==> src/hdl/sptcr_pkg.sv <==
package sptcr_pkg;
  localparam int ADDR_W = 8;
  localparam int DATA_W = 16;
  localparam int LEN_W = 11;
  localparam int CNT_W = 12;
  localparam logic [ADDR_W-1:0] FWD_CTRL_OFS = 8'h86;
  localparam logic [ADDR_W-1:0] DEF_TAG_OFS = 8'h88;
  localparam logic [ADDR_W-1:0] LIM_CTRL_OFS = 8'h8A;
  // forwarding control fields
  localparam int FC_VLAN_FILT = 14;
  localparam int FC_NON_DEF_VID_DROP = 13;
  localparam int FC_FORCE_FLOW = 12;
  localparam int FC_BACK_PRESS = 11;
  localparam int FC_TX_EN = 10;
  localparam int FC_RX_EN = 9;
  localparam int FC_LEARN_DIS = 8;
  localparam int FC_SNIFFER = 7;
  localparam int FC_RX_SNIFF = 6;
  localparam int FC_TX_SNIFF = 5;
  localparam int FC_PRIO_CEIL = 3;
  localparam int FC_MEMB_HI = 2;
  localparam int FC_MEMB_LO = 0;
  localparam logic [DATA_W-1:0] FWD_CTRL_RST = 16'h0607;
  // default tag fields
  localparam int DT_PRIO_HI = 15;
  localparam int DT_PRIO_LO = 13;
  localparam int DT_CFI = 12;
  localparam int DT_VID_HI = 11;
  localparam int DT_VID_LO = 0;
  localparam logic [DATA_W-1:0] DEF_TAG_RST = 16'h0001;
  // limit mode control fields, bits above LM_IMPL_HI are read-only zero
  localparam int LM_IMPL_HI = 4;
  localparam int LM_MODE_HI = 3;
  localparam int LM_MODE_LO = 2;
  localparam int LM_IFG = 1;
  localparam int LM_PREAMBLE = 0;
  localparam logic [LM_IMPL_HI:0] LIM_CTRL_RST = 5'h00;
  localparam logic [1:0] MODE_ALL = 2'h0;
  localparam logic [1:0] MODE_BC_MC_FLOOD = 2'h1;
  localparam logic [1:0] MODE_BC_MC = 2'h2;
  localparam logic [1:0] MODE_BC = 2'h3;
  localparam logic [CNT_W-1:0] IFG_BYTES = 12'h00C;
  localparam logic [CNT_W-1:0] PREAMBLE_BYTES = 12'h008;
  // membership bit positions
  localparam int PORT_ONE_BIT = 0;
  localparam int PORT_TWO_BIT = 1;
  localparam int HOST_BIT = 2;
  localparam logic [11:0] NULL_VID = 12'h000;
endpackage : sptcr_pkg

==> src/hdl/sptcr_port_two_regs.sv <==
// Summary of operation
// - vlan filtering drops non-member ingress packets
// - drop packets not matching default vlan
// - forced flow control overrides negotiation
// - back pressure only in half duplex
// - transmit enable gates all transmission
// - receive enable gates forwarding, learning and rx mirroring; limit counting still sees the frame
// - learning disable stops address learning
// - sniffer port transmits monitored packets
// - receive sniff marks and mirrors rx
// - transmit sniff marks and mirrors tx
// - priority ceiling clamps packet priority
// - membership mask restricts forwarding targets
// - default tag layout and reset value
// - untagged or null vid gets default vid
// - ingress tag input, not the default tag, used when tagging untagged
// - limit mode selects counted frame kinds
// - add twelve gap bytes when enabled
// - add eight preamble bytes when enabled
// - inserted tag carries ingress default vid
//
// The plain strobed port was chosen for this implementation.
`timescale 1ns/1ps
module sptcr_port_two_regs (
  input wire logic clk_sys_in,
  input wire logic reset_n_in,
  // register port
  input wire logic [sptcr_pkg::ADDR_W-1:0] reg_addr_in,
  input wire logic [sptcr_pkg::DATA_W-1:0] reg_wdata_in,
  input wire logic reg_wr_in,
  input wire logic reg_rd_in,
  output logic [sptcr_pkg::DATA_W-1:0] reg_rdata_out,
  // link status from the mac/phy
  input wire logic an_pause_in,
  input wire logic half_duplex_in,
  // ingress packet descriptor
  input wire logic rx_valid_in,
  input wire logic rx_tagged_in,
  input wire logic [11:0] rx_vid_in,
  input wire logic [2:0] rx_prio_in,
  input wire logic [2:0] rx_vlan_member_in,
  input wire logic [2:0] rx_dest_mask_in,
  input wire logic rx_bcast_in,
  input wire logic rx_mcast_in,
  input wire logic rx_flood_in,
  input wire logic [sptcr_pkg::LEN_W-1:0] rx_len_in,
  // egress packet descriptor
  input wire logic tx_valid_in,
  input wire logic tx_arrived_untagged_in,
  input wire logic tx_insert_en_in,
  input wire logic [15:0] tx_ingress_tag_in,
  input wire logic [sptcr_pkg::LEN_W-1:0] tx_len_in,
  // static port controls
  output logic flow_ctrl_en_out,
  output logic back_pressure_out,
  output logic tx_enable_out,
  output logic rx_enable_out,
  output logic sniffer_port_out,
  output logic [15:0] default_tag_out,
  output logic [1:0] limit_mode_out,
  // ingress verdict, one cycle after rx_valid_in
  output logic rx_done_out,
  output logic rx_drop_out,
  output logic [11:0] rx_vid_out,
  output logic [2:0] rx_prio_out,
  output logic [2:0] rx_fwd_mask_out,
  output logic rx_monitor_out,
  output logic rx_learn_out,
  output logic rx_limit_count_out,
  output logic [sptcr_pkg::CNT_W-1:0] rx_rate_bytes_out,
  // egress verdict, one cycle after tx_valid_in
  output logic tx_done_out,
  output logic tx_send_out,
  output logic tx_monitor_out,
  output logic tx_add_tag_out,
  output logic [15:0] tx_tag_out,
  output logic [sptcr_pkg::CNT_W-1:0] tx_rate_bytes_out
);
  import sptcr_pkg::*;

  typedef struct packed {
    logic [DATA_W-1:0] fwd_ctrl;
    logic [DATA_W-1:0] def_tag;
    logic [LM_IMPL_HI:0] lim_ctrl;
    logic [DATA_W-1:0] rdata;
    logic flow_en;
    logic back_press;
    logic rx_done;
    logic rx_drop;
    logic [11:0] rx_vid;
    logic [2:0] rx_prio;
    logic [2:0] rx_fwd;
    logic rx_mon;
    logic rx_learn;
    logic rx_lim;
    logic [CNT_W-1:0] rx_bytes;
    logic tx_done;
    logic tx_send;
    logic tx_mon;
    logic tx_add;
    logic [15:0] tx_tag;
    logic [CNT_W-1:0] tx_bytes;
  } sptcr_state_t;

  typedef enum logic [1:0] {
    SEL_NONE,
    SEL_FWD,
    SEL_TAG,
    SEL_LIM
  } sptcr_reg_sel_t;

  sptcr_state_t st_q;
  sptcr_state_t st_d;

  // shared by ingress and egress rate accounting
  function automatic logic [CNT_W-1:0] frame_bytes(
    input logic [LEN_W-1:0] len,
    input logic [LM_IMPL_HI:0] lim
  );
    logic [CNT_W-1:0] sum;
    sum = {{(CNT_W-LEN_W){1'b0}}, len};
    if (lim[LM_IFG]) begin
      sum = sum + IFG_BYTES;
    end
    if (lim[LM_PREAMBLE]) begin
      sum = sum + PREAMBLE_BYTES;
    end
    return sum;
  endfunction : frame_bytes

  function automatic logic limit_counts(
    input logic [1:0] mode,
    input logic bcast,
    input logic mcast,
    input logic flood
  );
    logic hit;
    case (mode)
      MODE_ALL: begin
        hit = 1'b1;
      end
      MODE_BC_MC_FLOOD: begin
        hit = bcast | mcast | flood;
      end
      MODE_BC_MC: begin
        hit = bcast | mcast;
      end
      MODE_BC: begin
        hit = bcast;
      end
      default: begin
        hit = 1'b0;
      end
    endcase
    return hit;
  endfunction : limit_counts

  // one decoder for both strobes, so reads and writes agree on the map
  function automatic sptcr_reg_sel_t reg_select(
    input logic [ADDR_W-1:0] addr
  );
    sptcr_reg_sel_t sel;
    case (addr)
      FWD_CTRL_OFS: begin
        sel = SEL_FWD;
      end
      DEF_TAG_OFS: begin
        sel = SEL_TAG;
      end
      LIM_CTRL_OFS: begin
        sel = SEL_LIM;
      end
      default: begin
        sel = SEL_NONE;
      end
    endcase
    return sel;
  endfunction : reg_select

  // unmapped addresses read zero
  function automatic logic [DATA_W-1:0] read_word(
    input sptcr_reg_sel_t sel,
    input logic [DATA_W-1:0] fwd,
    input logic [DATA_W-1:0] tag,
    input logic [LM_IMPL_HI:0] lim
  );
    logic [DATA_W-1:0] word;
    case (sel)
      SEL_FWD: begin
        word = fwd;
      end
      SEL_TAG: begin
        word = tag;
      end
      SEL_LIM: begin
        word = {{(DATA_W-LM_IMPL_HI-1){1'b0}}, lim};
      end
      default: begin
        word = '0;
      end
    endcase
    return word;
  endfunction : read_word

  // untagged and null id take the default id
  function automatic logic [11:0] effective_vid(
    input logic has_tag,
    input logic [11:0] vid,
    input logic [11:0] def_vid
  );
    logic [11:0] eff;
    eff = vid;
    if (!has_tag || vid == NULL_VID) begin
      eff = def_vid;
    end
    return eff;
  endfunction : effective_vid

  // strictly greater only; equal priority passes
  function automatic logic [2:0] ceiled_prio(
    input logic ceil_en,
    input logic [2:0] prio,
    input logic [2:0] ceiling
  );
    logic [2:0] out_prio;
    out_prio = prio;
    if (ceil_en && prio > ceiling) begin
      out_prio = ceiling;
    end
    return out_prio;
  endfunction : ceiled_prio

  function automatic logic ingress_drop(
    input logic [DATA_W-1:0] fc,
    input logic [2:0] member,
    input logic [11:0] eff_vid,
    input logic [11:0] def_vid
  );
    logic drop;
    drop = 1'b0;
    if (!fc[FC_RX_EN]) begin
      drop = 1'b1;
    end
    if (fc[FC_VLAN_FILT] && !member[PORT_TWO_BIT]) begin
      drop = 1'b1;
    end
    if (fc[FC_NON_DEF_VID_DROP] && eff_vid != def_vid) begin
      drop = 1'b1;
    end
    return drop;
  endfunction : ingress_drop

  // own-port bit left to the core on purpose
  function automatic logic [2:0] forward_targets(
    input logic drop,
    input logic [2:0] dest,
    input logic [2:0] membership
  );
    logic [2:0] targets;
    targets = dest & membership;
    if (drop) begin
      targets = '0;
    end
    return targets;
  endfunction : forward_targets

  always_comb begin
    logic [11:0] def_vid;
    logic [11:0] eff_vid;
    logic drop;
    sptcr_reg_sel_t sel;
    st_d = st_q;
    def_vid = st_q.def_tag[DT_VID_HI:DT_VID_LO];
    eff_vid = effective_vid(rx_tagged_in, rx_vid_in, def_vid);
    drop = ingress_drop(st_q.fwd_ctrl, rx_vlan_member_in, eff_vid, def_vid);
    sel = reg_select(reg_addr_in);

    // register writes; a write first affects packets presented in the following cycle
    if (reg_wr_in) begin
      case (sel)
        SEL_FWD: begin
          st_d.fwd_ctrl = reg_wdata_in;
        end
        SEL_TAG: begin
          st_d.def_tag = reg_wdata_in;
        end
        SEL_LIM: begin
          st_d.lim_ctrl = reg_wdata_in[LM_IMPL_HI:0];
        end
        default: begin
          st_d.fwd_ctrl = st_q.fwd_ctrl;
        end
      endcase
    end

    // read data stand only in the cycle after the strobe
    st_d.rdata = '0;
    if (reg_rd_in) begin
      st_d.rdata = read_word(sel, st_q.fwd_ctrl, st_q.def_tag, st_q.lim_ctrl);
    end

    st_d.flow_en = st_q.fwd_ctrl[FC_FORCE_FLOW] | an_pause_in;
    st_d.back_press = st_q.fwd_ctrl[FC_BACK_PRESS] & half_duplex_in;

    st_d.rx_done = rx_valid_in;
    st_d.rx_drop = rx_valid_in & drop;
    st_d.rx_vid = eff_vid;
    st_d.rx_prio = ceiled_prio(st_q.fwd_ctrl[FC_PRIO_CEIL], rx_prio_in,
      st_q.def_tag[DT_PRIO_HI:DT_PRIO_LO]);
    // membership mask; a dropped packet goes nowhere
    st_d.rx_fwd = forward_targets(drop, rx_dest_mask_in, st_q.fwd_ctrl[FC_MEMB_HI:FC_MEMB_LO]);
    st_d.rx_mon = rx_valid_in & ~drop & st_q.fwd_ctrl[FC_RX_SNIFF];
    st_d.rx_learn = rx_valid_in & ~drop & ~st_q.fwd_ctrl[FC_LEARN_DIS];
    st_d.rx_lim = rx_valid_in & limit_counts(st_q.lim_ctrl[LM_MODE_HI:LM_MODE_LO],
      rx_bcast_in, rx_mcast_in, rx_flood_in);
    st_d.rx_bytes = frame_bytes(rx_len_in, st_q.lim_ctrl);

    st_d.tx_done = tx_valid_in;
    st_d.tx_send = tx_valid_in & st_q.fwd_ctrl[FC_TX_EN];
    st_d.tx_mon = tx_valid_in & st_q.fwd_ctrl[FC_TX_EN] & st_q.fwd_ctrl[FC_TX_SNIFF];
    st_d.tx_add = tx_valid_in & tx_insert_en_in & tx_arrived_untagged_in;
    st_d.tx_tag = tx_ingress_tag_in;
    st_d.tx_bytes = frame_bytes(tx_len_in, st_q.lim_ctrl);
  end

  always_ff @(posedge clk_sys_in or negedge reset_n_in) begin
    if (!reset_n_in) begin
      st_q <= '0;
      st_q.fwd_ctrl <= FWD_CTRL_RST;
      st_q.def_tag <= DEF_TAG_RST;
      st_q.lim_ctrl <= LIM_CTRL_RST;
    end else begin
      st_q <= st_d;
    end
  end

  assign reg_rdata_out = st_q.rdata;
  assign flow_ctrl_en_out = st_q.flow_en;
  assign back_pressure_out = st_q.back_press;
  assign tx_enable_out = st_q.fwd_ctrl[FC_TX_EN];
  assign rx_enable_out = st_q.fwd_ctrl[FC_RX_EN];
  assign sniffer_port_out = st_q.fwd_ctrl[FC_SNIFFER];
  assign default_tag_out = st_q.def_tag;
  assign limit_mode_out = st_q.lim_ctrl[LM_MODE_HI:LM_MODE_LO];
  assign rx_done_out = st_q.rx_done;
  assign rx_drop_out = st_q.rx_drop;
  assign rx_vid_out = st_q.rx_vid;
  assign rx_prio_out = st_q.rx_prio;
  assign rx_fwd_mask_out = st_q.rx_fwd;
  assign rx_monitor_out = st_q.rx_mon;
  assign rx_learn_out = st_q.rx_learn;
  assign rx_limit_count_out = st_q.rx_lim;
  assign rx_rate_bytes_out = st_q.rx_bytes;
  assign tx_done_out = st_q.tx_done;
  assign tx_send_out = st_q.tx_send;
  assign tx_monitor_out = st_q.tx_mon;
  assign tx_add_tag_out = st_q.tx_add;
  assign tx_tag_out = st_q.tx_tag;
  assign tx_rate_bytes_out = st_q.tx_bytes;
endmodule : sptcr_port_two_regs

==> config.mk <==
export PLATFORM = sky130hd
export DESIGN_NAME = sptcr_port_two_regs
export DESIGN_NICKNAME = d
export VERILOG_FILES = /design/src/hdl/sptcr_pkg.sv /design/src/hdl/sptcr_port_two_regs.sv
export SDC_FILE = /design/constraint.sdc
export NUM_CORES = 1
export LEC_CHECK = 0
export CAP_MARGIN = 15
export CELL_PAD_IN_SITES_DETAIL_PLACEMENT = 1
export CELL_PAD_IN_SITES_GLOBAL_PLACEMENT = 1
export CORE_MARGIN = 10
export CORE_UTILIZATION = 49
export CTS_CLUSTER_SIZE = 40
export DETAILED_ROUTE_END_ITERATION = 7
export DONT_BUFFER_PORTS = 1
export GPL_ROUTABILITY_DRIVEN = 0
export HOLD_SLACK_MARGIN = 0.12
export PLACE_DENSITY_LB_ADDON = 0.15
export SLEW_MARGIN = 20
export SYNTH_ARGS = -nofsm -noshare
export SYNTH_HDL_FRONTEND = slang
export SYNTH_SLANG_ARGS = --single-unit
==> constraint.sdc <==
create_clock -name clk_sys_in -period 2.4 [get_ports clk_sys_in]
set_clock_uncertainty 0.05 [all_clocks]
set_input_delay 0.72 -clock clk_sys_in [delete_from_list [all_inputs] [get_ports clk_sys_in]]
set_output_delay 0.72 -clock clk_sys_in [all_outputs]
set_load 0.01 [all_outputs]
==> results.yml, run 1 <==
outcome:
  outcome: "finished with violations"
  violations: "hold timing"
drt:
  vias: 3185
  drt_iter0_markers: 125
  via_per_inst: 5.52
  ant_nets: 0
  first_pass_iters: 4
  drc: 0
  drt-total-wl_um: 14200
  wl_per_cell_um: 24.6
cells_and_area:
  multi_input_area_mm2: 0.00205
  antennaDiodeCount: 0
  final_common_cell: "dfrtp_1"
  nets: 521
  fillers: 1225
  instances_no_fill: 577
  area_growth_pct: 2.07
  seq_area_mm2: 0.00306
  drive_above_1_share_pct: 29.1
  mostFrequentLayoutCells: "dfrtp_1, mux2_2, xor2_1"
  fin_area_mm2: 0.00606
power_and_ir_drop:
  p_int_mw: 3.80
  pwr-share-clk_pct: 49.8
  switching_share_pct: 22.9
  seqPwrFrac_pct: 45.9
  finalPower_mw: 4.92
  p_switching_mw: 1.13
  power_leakage_nw: 2.80
  powerDensity_mw_per_mm2: 813
  p_comb_share_pct: 4.3
  max-vdd-ir-drop_uv: 327
critical_path:
  cp_slowest_cell: "dfrtp_1"
  cp_max_fo: 15
  crit_path_end: "rx_rate_bytes_out[9]"
  critPathMaxStageDelay_ns: 0.71
  critPathArrivalTime_ns: 2.37
  worstSetupEndpointType: "register"
  path_cells: "nand2b_1 > xnor2_1 > ha_1 > nand2_1 > nor3_1 > a31oi_2 > xnor2_1"
  rrSetupSlack_ns: 0.27
  reg2regPathDepth: 7
  path_class: "register to register"
  cp_common_cell: "xnor2_1"
  r2r-end: "rx_rate_bytes_out[9]"
  crit_required_ns: 2.64
  critPathLaunchType: "register"
  cp-startpoint: "st_q[86]"
  reg2reg_from: "st_q[86]"
min_path:
  min-delay-path-class: "input port to asynchronous set/reset pin"
sta:
  worstMarginPinSlew_ns: 0.583
  fmax_ghz: 0.469
  setup_tns_ns: 0
  setup_viol: 0
  slew_viol_final: 0
  min_period_over_period_pct: 88.8
  relSlewSlack_pct: 61.1
  timing.final.hold_violations: 113
  hold_slack_ns: -0.0426
  period_minus_slack_ns: 2.13
  rsz0062_at_grt: "false"
global_routing:
  grt_pass1_vias: 3507
  overflow: 0
  grtUsageTotal_pct: 16.8
  grt_pass1_wl_um: 21000
  antenna_found_initial: 0
  grt_max_degree: 123
logic_synthesis:
  avgSynthCellArea_um2: 12.2
  ys_types: 47
  synth_edf_count: 0
  seq_area_frac_synth_pct: 51.6
  synthArstFlopShare_pct: 100
  yosys.area.top_type: "dfrtp_1"
  yosys_warnings: 0
  ys_seq_elements: 122
  synth_top_area_share_pct: 48.9
  yosys-top-cells-area: "dfrtp_1, buf_4, mux2_2, mux2_4, xor2_1"
  synth-main-ff-cell: "dfrtp_1"
  synth_area_mm2: 0.00593
  syn_inst: 485
  syn_nets: 589
placed_design:
  port_buffers: 0
  place.detailed.hpwl_um: 10900
  dpl-instance-area_mm2: 0.00548
  placed_cells: 545
clock_network:
  clk_latency_ns: 0.41
  clockBufferDepth: 2
  clock-root-buffer: "clkbuf_16"
  cts_tree: "yes"
  cts-buffers-inserted: 17
  path_clk_slew_ns: 0.06
  htree_levels: 4
  post_cts_resized: 0
  clkSinkCount: 122
floorplan:
  die_area_mm2: 0.0169
  io_pins: 203
  die_y_um: 130
  rows: 40
  fp.dieW_um: 130
  core_area_mm2: 0.0119
  initial_core_util_pct: 49.8
job:
  cap_violations: 0
==> layout make-up <==
class / instances / area share [%]
Tap cell: 147 / 3.04
Sequential cell: 122 / 50.5
Inverter: 11 / 0.682
Multi-Input combinational cell: 246 / 33.9
Clock inverter: 15 / 2.50
Clock buffer: 17 / 7.02
Timing Repair Buffer: 19 / 2.36
==> cells in the mapped netlist (all sizes together) (4+ instances only) <==
| master | number |
|---|---|
| dfrtp | 116 |
| buf | 101 |
| mux2 | 55 |
| xor2 | 25 |
| nand2 | 18 |
| a22oi | 17 |
| nor2b | 15 |
| nor2 | 14 |
| xnor2 | 13 |
| inv | 11 |
| nand3 | 11 |
| and3 | 8 |
| ha | 7 |
| nor4 | 7 |
| o21ai | 7 |
| dfstp | 6 |
| a22o | 5 |
| and2 | 5 |
| clkbuf | 5 |
| nand2b | 5 |
| nor3 | 4 |
==> worst min-delay path by stage <==
stage               start             endpoint  slack [ns]  depth (start not counted)
2_1_floorplan  reset_n_in    back_pressure_out        0.37                          0
3_3_place_gp   reset_n_in  default_tag_out[12]        0.38                          0
3_5_place_dp   reset_n_in  default_tag_out[12]        0.38                          0
4_1_cts        reset_n_in  default_tag_out[12]       -0.07                          0
5_1_grt        reset_n_in  default_tag_out[12]       -0.07                          0
6_report       reset_n_in  default_tag_out[12]       -0.04                          0
==> layer usage <==
layer | up-vias | wire [µm] | share of wire, % | GRT usage [%]
met5 | - | 0 | 0 | 0
met4 | 0 | 274 | 1.9 | 7.21
met3 | 17 | 1700 | 12 | 8.68
met2 | 133 | 6770 | 48 | 27.3
met1 | 1603 | 5440 | 38 | 18.0
li1 | 1432 | - | - | -
==> critical path, delay by kind of cell (launching register included) <==
| kind | cells | cell delay (ns) |
|---|---|---|
| AOI/OAI and AO/OA | 1 | 0.18 |
| xor gates and xnor gates | 2 | 0.35 |
| adders and majority gates | 1 | 0.18 |
| DFF | 1 | 0.71 |
| and+or+nand+nor | 3 | 0.54 |
==> cells by family after synthesis <==
family                     synth area share (%)
AOI/OAI and AO/OA                          5.59
xor gates and xnor gates                   5.74
adders and majority gates                  1.48
buffers and inverters                      13.9
DFF                                        51.6
muxes                                      11.7
and+or+nand+nor                            10.1
==> power groups by stage <==
stage,clock network [mW],registers [mW],logic (mW)
finish,2.45,2.26,0.213
global route,2.64,2.27,0.239
CTS,2.52,2.26,0.218
detailed placement,0,2.30,0.216
global placement,0,2.30,0.209
floorplan,0,2.22,0.305
==> registers in the layout, indices dropped and copies added (netlist names), 2 cells and up <==
name	cells
rx_rate_bytes_out	12
limit_mode_out	2
st_q	16
default_tag_out	16
tx_tag_out	16
rx_fwd_mask_out	3
rx_prio_out	3
tx_rate_bytes_out	12
rx_vid_out	12
reg_rdata_out	16
==> timing repair <==
item / in CTS / in global routing
buffers inserted: 0 / 0
endpoints found under the setup margin: 0 / 0
hold endpoints to repair: 122 / 117
==> metrics by stage <==
stage	setup WS [ns]	utilization (%)
after floorplan	0.155	-
after global placement	0.0124	46.0
after detailed placement	-0.0513	46.0
after CTS	0.263	50.8
after global routing	0.0499	50.8
final	0.269	50.8
(Power assumes the default switching activity.)
==> inputs of run 2 (changes only) <==
Settings changed: CAP_MARGIN 15 to default, CELL_PAD_IN_SITES_DETAIL_PLACEMENT 1 to 0.
==> run 2 against run 1 <==
Effect of this change: worst setup slack better by 0.044 ns; wire length is 4.8% lower; core utilization up 0.32 points; register-to-register slack better by 0.04 ns; clock power increased by 5%; fmax grew 2.1%; the run still ends with hold timing left; worst hold slack worse by 0.0054 ns; cell count increased by 0.17%; critical endpoint unchanged; global-route usage is 0.76 points lower; critical path depth unchanged.
==> results.yml, run 2 (synthesis results as in run 1) <==
sta:
  relSlewSlack_pct: 63.4
  min_period_over_period_pct: 87.0
  setup_viol: 0
  worstMarginPinSlew_ns: 0.549
  timing.final.hold_violations: 115
  rsz0062_at_grt: "false"
  slew_viol_final: 0
  fmax_ghz: 0.479
  hold_slack_ns: -0.0480
  period_minus_slack_ns: 2.09
critical_path:
  path_class: "register to register"
  r2r-end: "rx_rate_bytes_out[9]"
  crit_required_ns: 2.64
  reg2reg_from: "st_q[86]"
  critPathArrivalTime_ns: 2.33
  cp_max_fo: 15
  worstSetupEndpointType: "register"
  rrSetupSlack_ns: 0.31
  reg2regPathDepth: 7
  critPathLaunchType: "register"
power_and_ir_drop:
  power_leakage_nw: 2.82
  powerDensity_mw_per_mm2: 827
  finalPower_mw: 5.04
  max-vdd-ir-drop_uv: 318
global_routing:
  grt_pass1_wl_um: 19900
  grtUsageTotal_pct: 16.0
  grt_pass1_vias: 3291
  use_met3_pct: 9.90
  antenna_found_initial: 1
  gr-usage-met1_pct: 17.7
  grtUsageMet2_pct: 24.7
  busiest_layer: "met2"
  grt_max_degree: 123
  overflow: 0
drt:
  drt_iter0_markers: 197
  wl_per_cell_um: 23.4
  drc: 0
  ant_nets: 0
  via_per_inst: 5.40
  vias: 3120
  drt-total-wl_um: 13500
  first_pass_iters: 5
floorplan:
  rows: 40
  fp.dieW_um: 130
  die_y_um: 130
  core_area_mm2: 0.0119
  die_area_mm2: 0.0169
  initial_core_util_pct: 49.8
  io_pins: 203
clock_network:
  clockBufferDepth: 2
  post_cts_resized: 0
  cts_setup_buffers: 0
  clock-root-buffer: "clkbuf_16"
  cts_tree: "yes"
  path_clk_slew_ns: 0.06
  htree_levels: 4
  cts-buffers-inserted: 17
  clk_latency_ns: 0.41
  clkSinkCount: 122
job:
  cap_violations: 0
min_path:
  min-delay-path-class: "input port to asynchronous set/reset pin"
placed_design:
  port_buffers: 0
  dpl-instance-area_mm2: 0.00548
  place.detailed.hpwl_um: 10400
cells_and_area:
  multi_input_area_mm2: 0.00205
  fillers: 1063
  nets: 521
  mostFrequentLayoutCells: "dfrtp_1, mux2_2, xor2_1"
  final_common_cell: "dfrtp_1"
  seq_area_mm2: 0.00306
  fin_area_mm2: 0.00609
  drive_above_1_share_pct: 29.1
  area_growth_pct: 2.70
outcome:
  violations: "hold timing"
  outcome: "finished with violations"
-- run 2: cell types whose count changed in the layout (fill, tap and decap cells not counted), sizes merged --
cell,change
clkbuf,+1
bufinv,+1
clkinvlp,-1
clkinv,-1
diode,+1
-- run 2: area by class of cell --
class                      instances  share of cell area, %
antenna                            1                 0.0411
multi-input combinational        246                   33.7
tap                              147                   3.02
timing repair buffer              19                   2.34
clock inverter                    14                   2.83
sequential                       122                   50.2
clock buffer                      18                   7.21
inverter                          11                  0.678
-- run 2: worst max-delay path by stage --
stage               cells after the start  slack [ns]         start                   end
floorplan                               9        0.15  tx_len_in[2]  tx_rate_bytes_out[9]
global placement                        9        0.01  rx_len_in[2]  rx_rate_bytes_out[9]
detailed placement                      9       -0.01  rx_len_in[2]  rx_rate_bytes_out[9]
CTS                                     7        0.30      st_q[86]  rx_rate_bytes_out[9]
global route                            7        0.13      st_q[86]  rx_rate_bytes_out[9]
finish                                  7        0.31      st_q[86]  rx_rate_bytes_out[9]
-- run 2: metrics by stage --
stage / std cells / hold WS, ns / setup TNS, ns / setup slack [ns] / util, %
2_1_floorplan: 485 / 0.374 / 0 / 0.155 / -
3_3_place_gp: 545 / 0.378 / 0 / 0.0124 / 46.0
3_5_place_dp: 545 / 0.378 / -0.0113 / -0.0113 / 46.0
4_1_cts: 577 / -0.0704 / 0 / 0.298 / 51.1
5_1_grt: 578 / -0.0781 / 0 / 0.134 / 51.2
6_report: 578 / -0.0480 / 0 / 0.313 / 51.2
-- run 2: metal layers --
| layer | up-vias | part of all wire [%] |
|---|---|---|
| li1 | 1431 | - |
| met1 | 1519 | 37 |
| met2 | 155 | 47 |
| met3 | 15 | 14 |
| met4 | 0 | 1.1 |
| met5 | - | 0 |
-- run 2: power by group --
part	internal [mW]	switching, mW
Sequential	2.15	0.108
Combinational	0.125	0.0858
Clock	1.66	0.909
-- run 2: worst max-delay path: stages, from the launching register on --
cell	delay, ns
dfrtp_1	0.68
nand2b_1	0.14
xnor2_1	0.20
ha_1	0.17
nand2_1	0.08
nor3_1	0.31
a31oi_2	0.17
xnor2_1	0.15
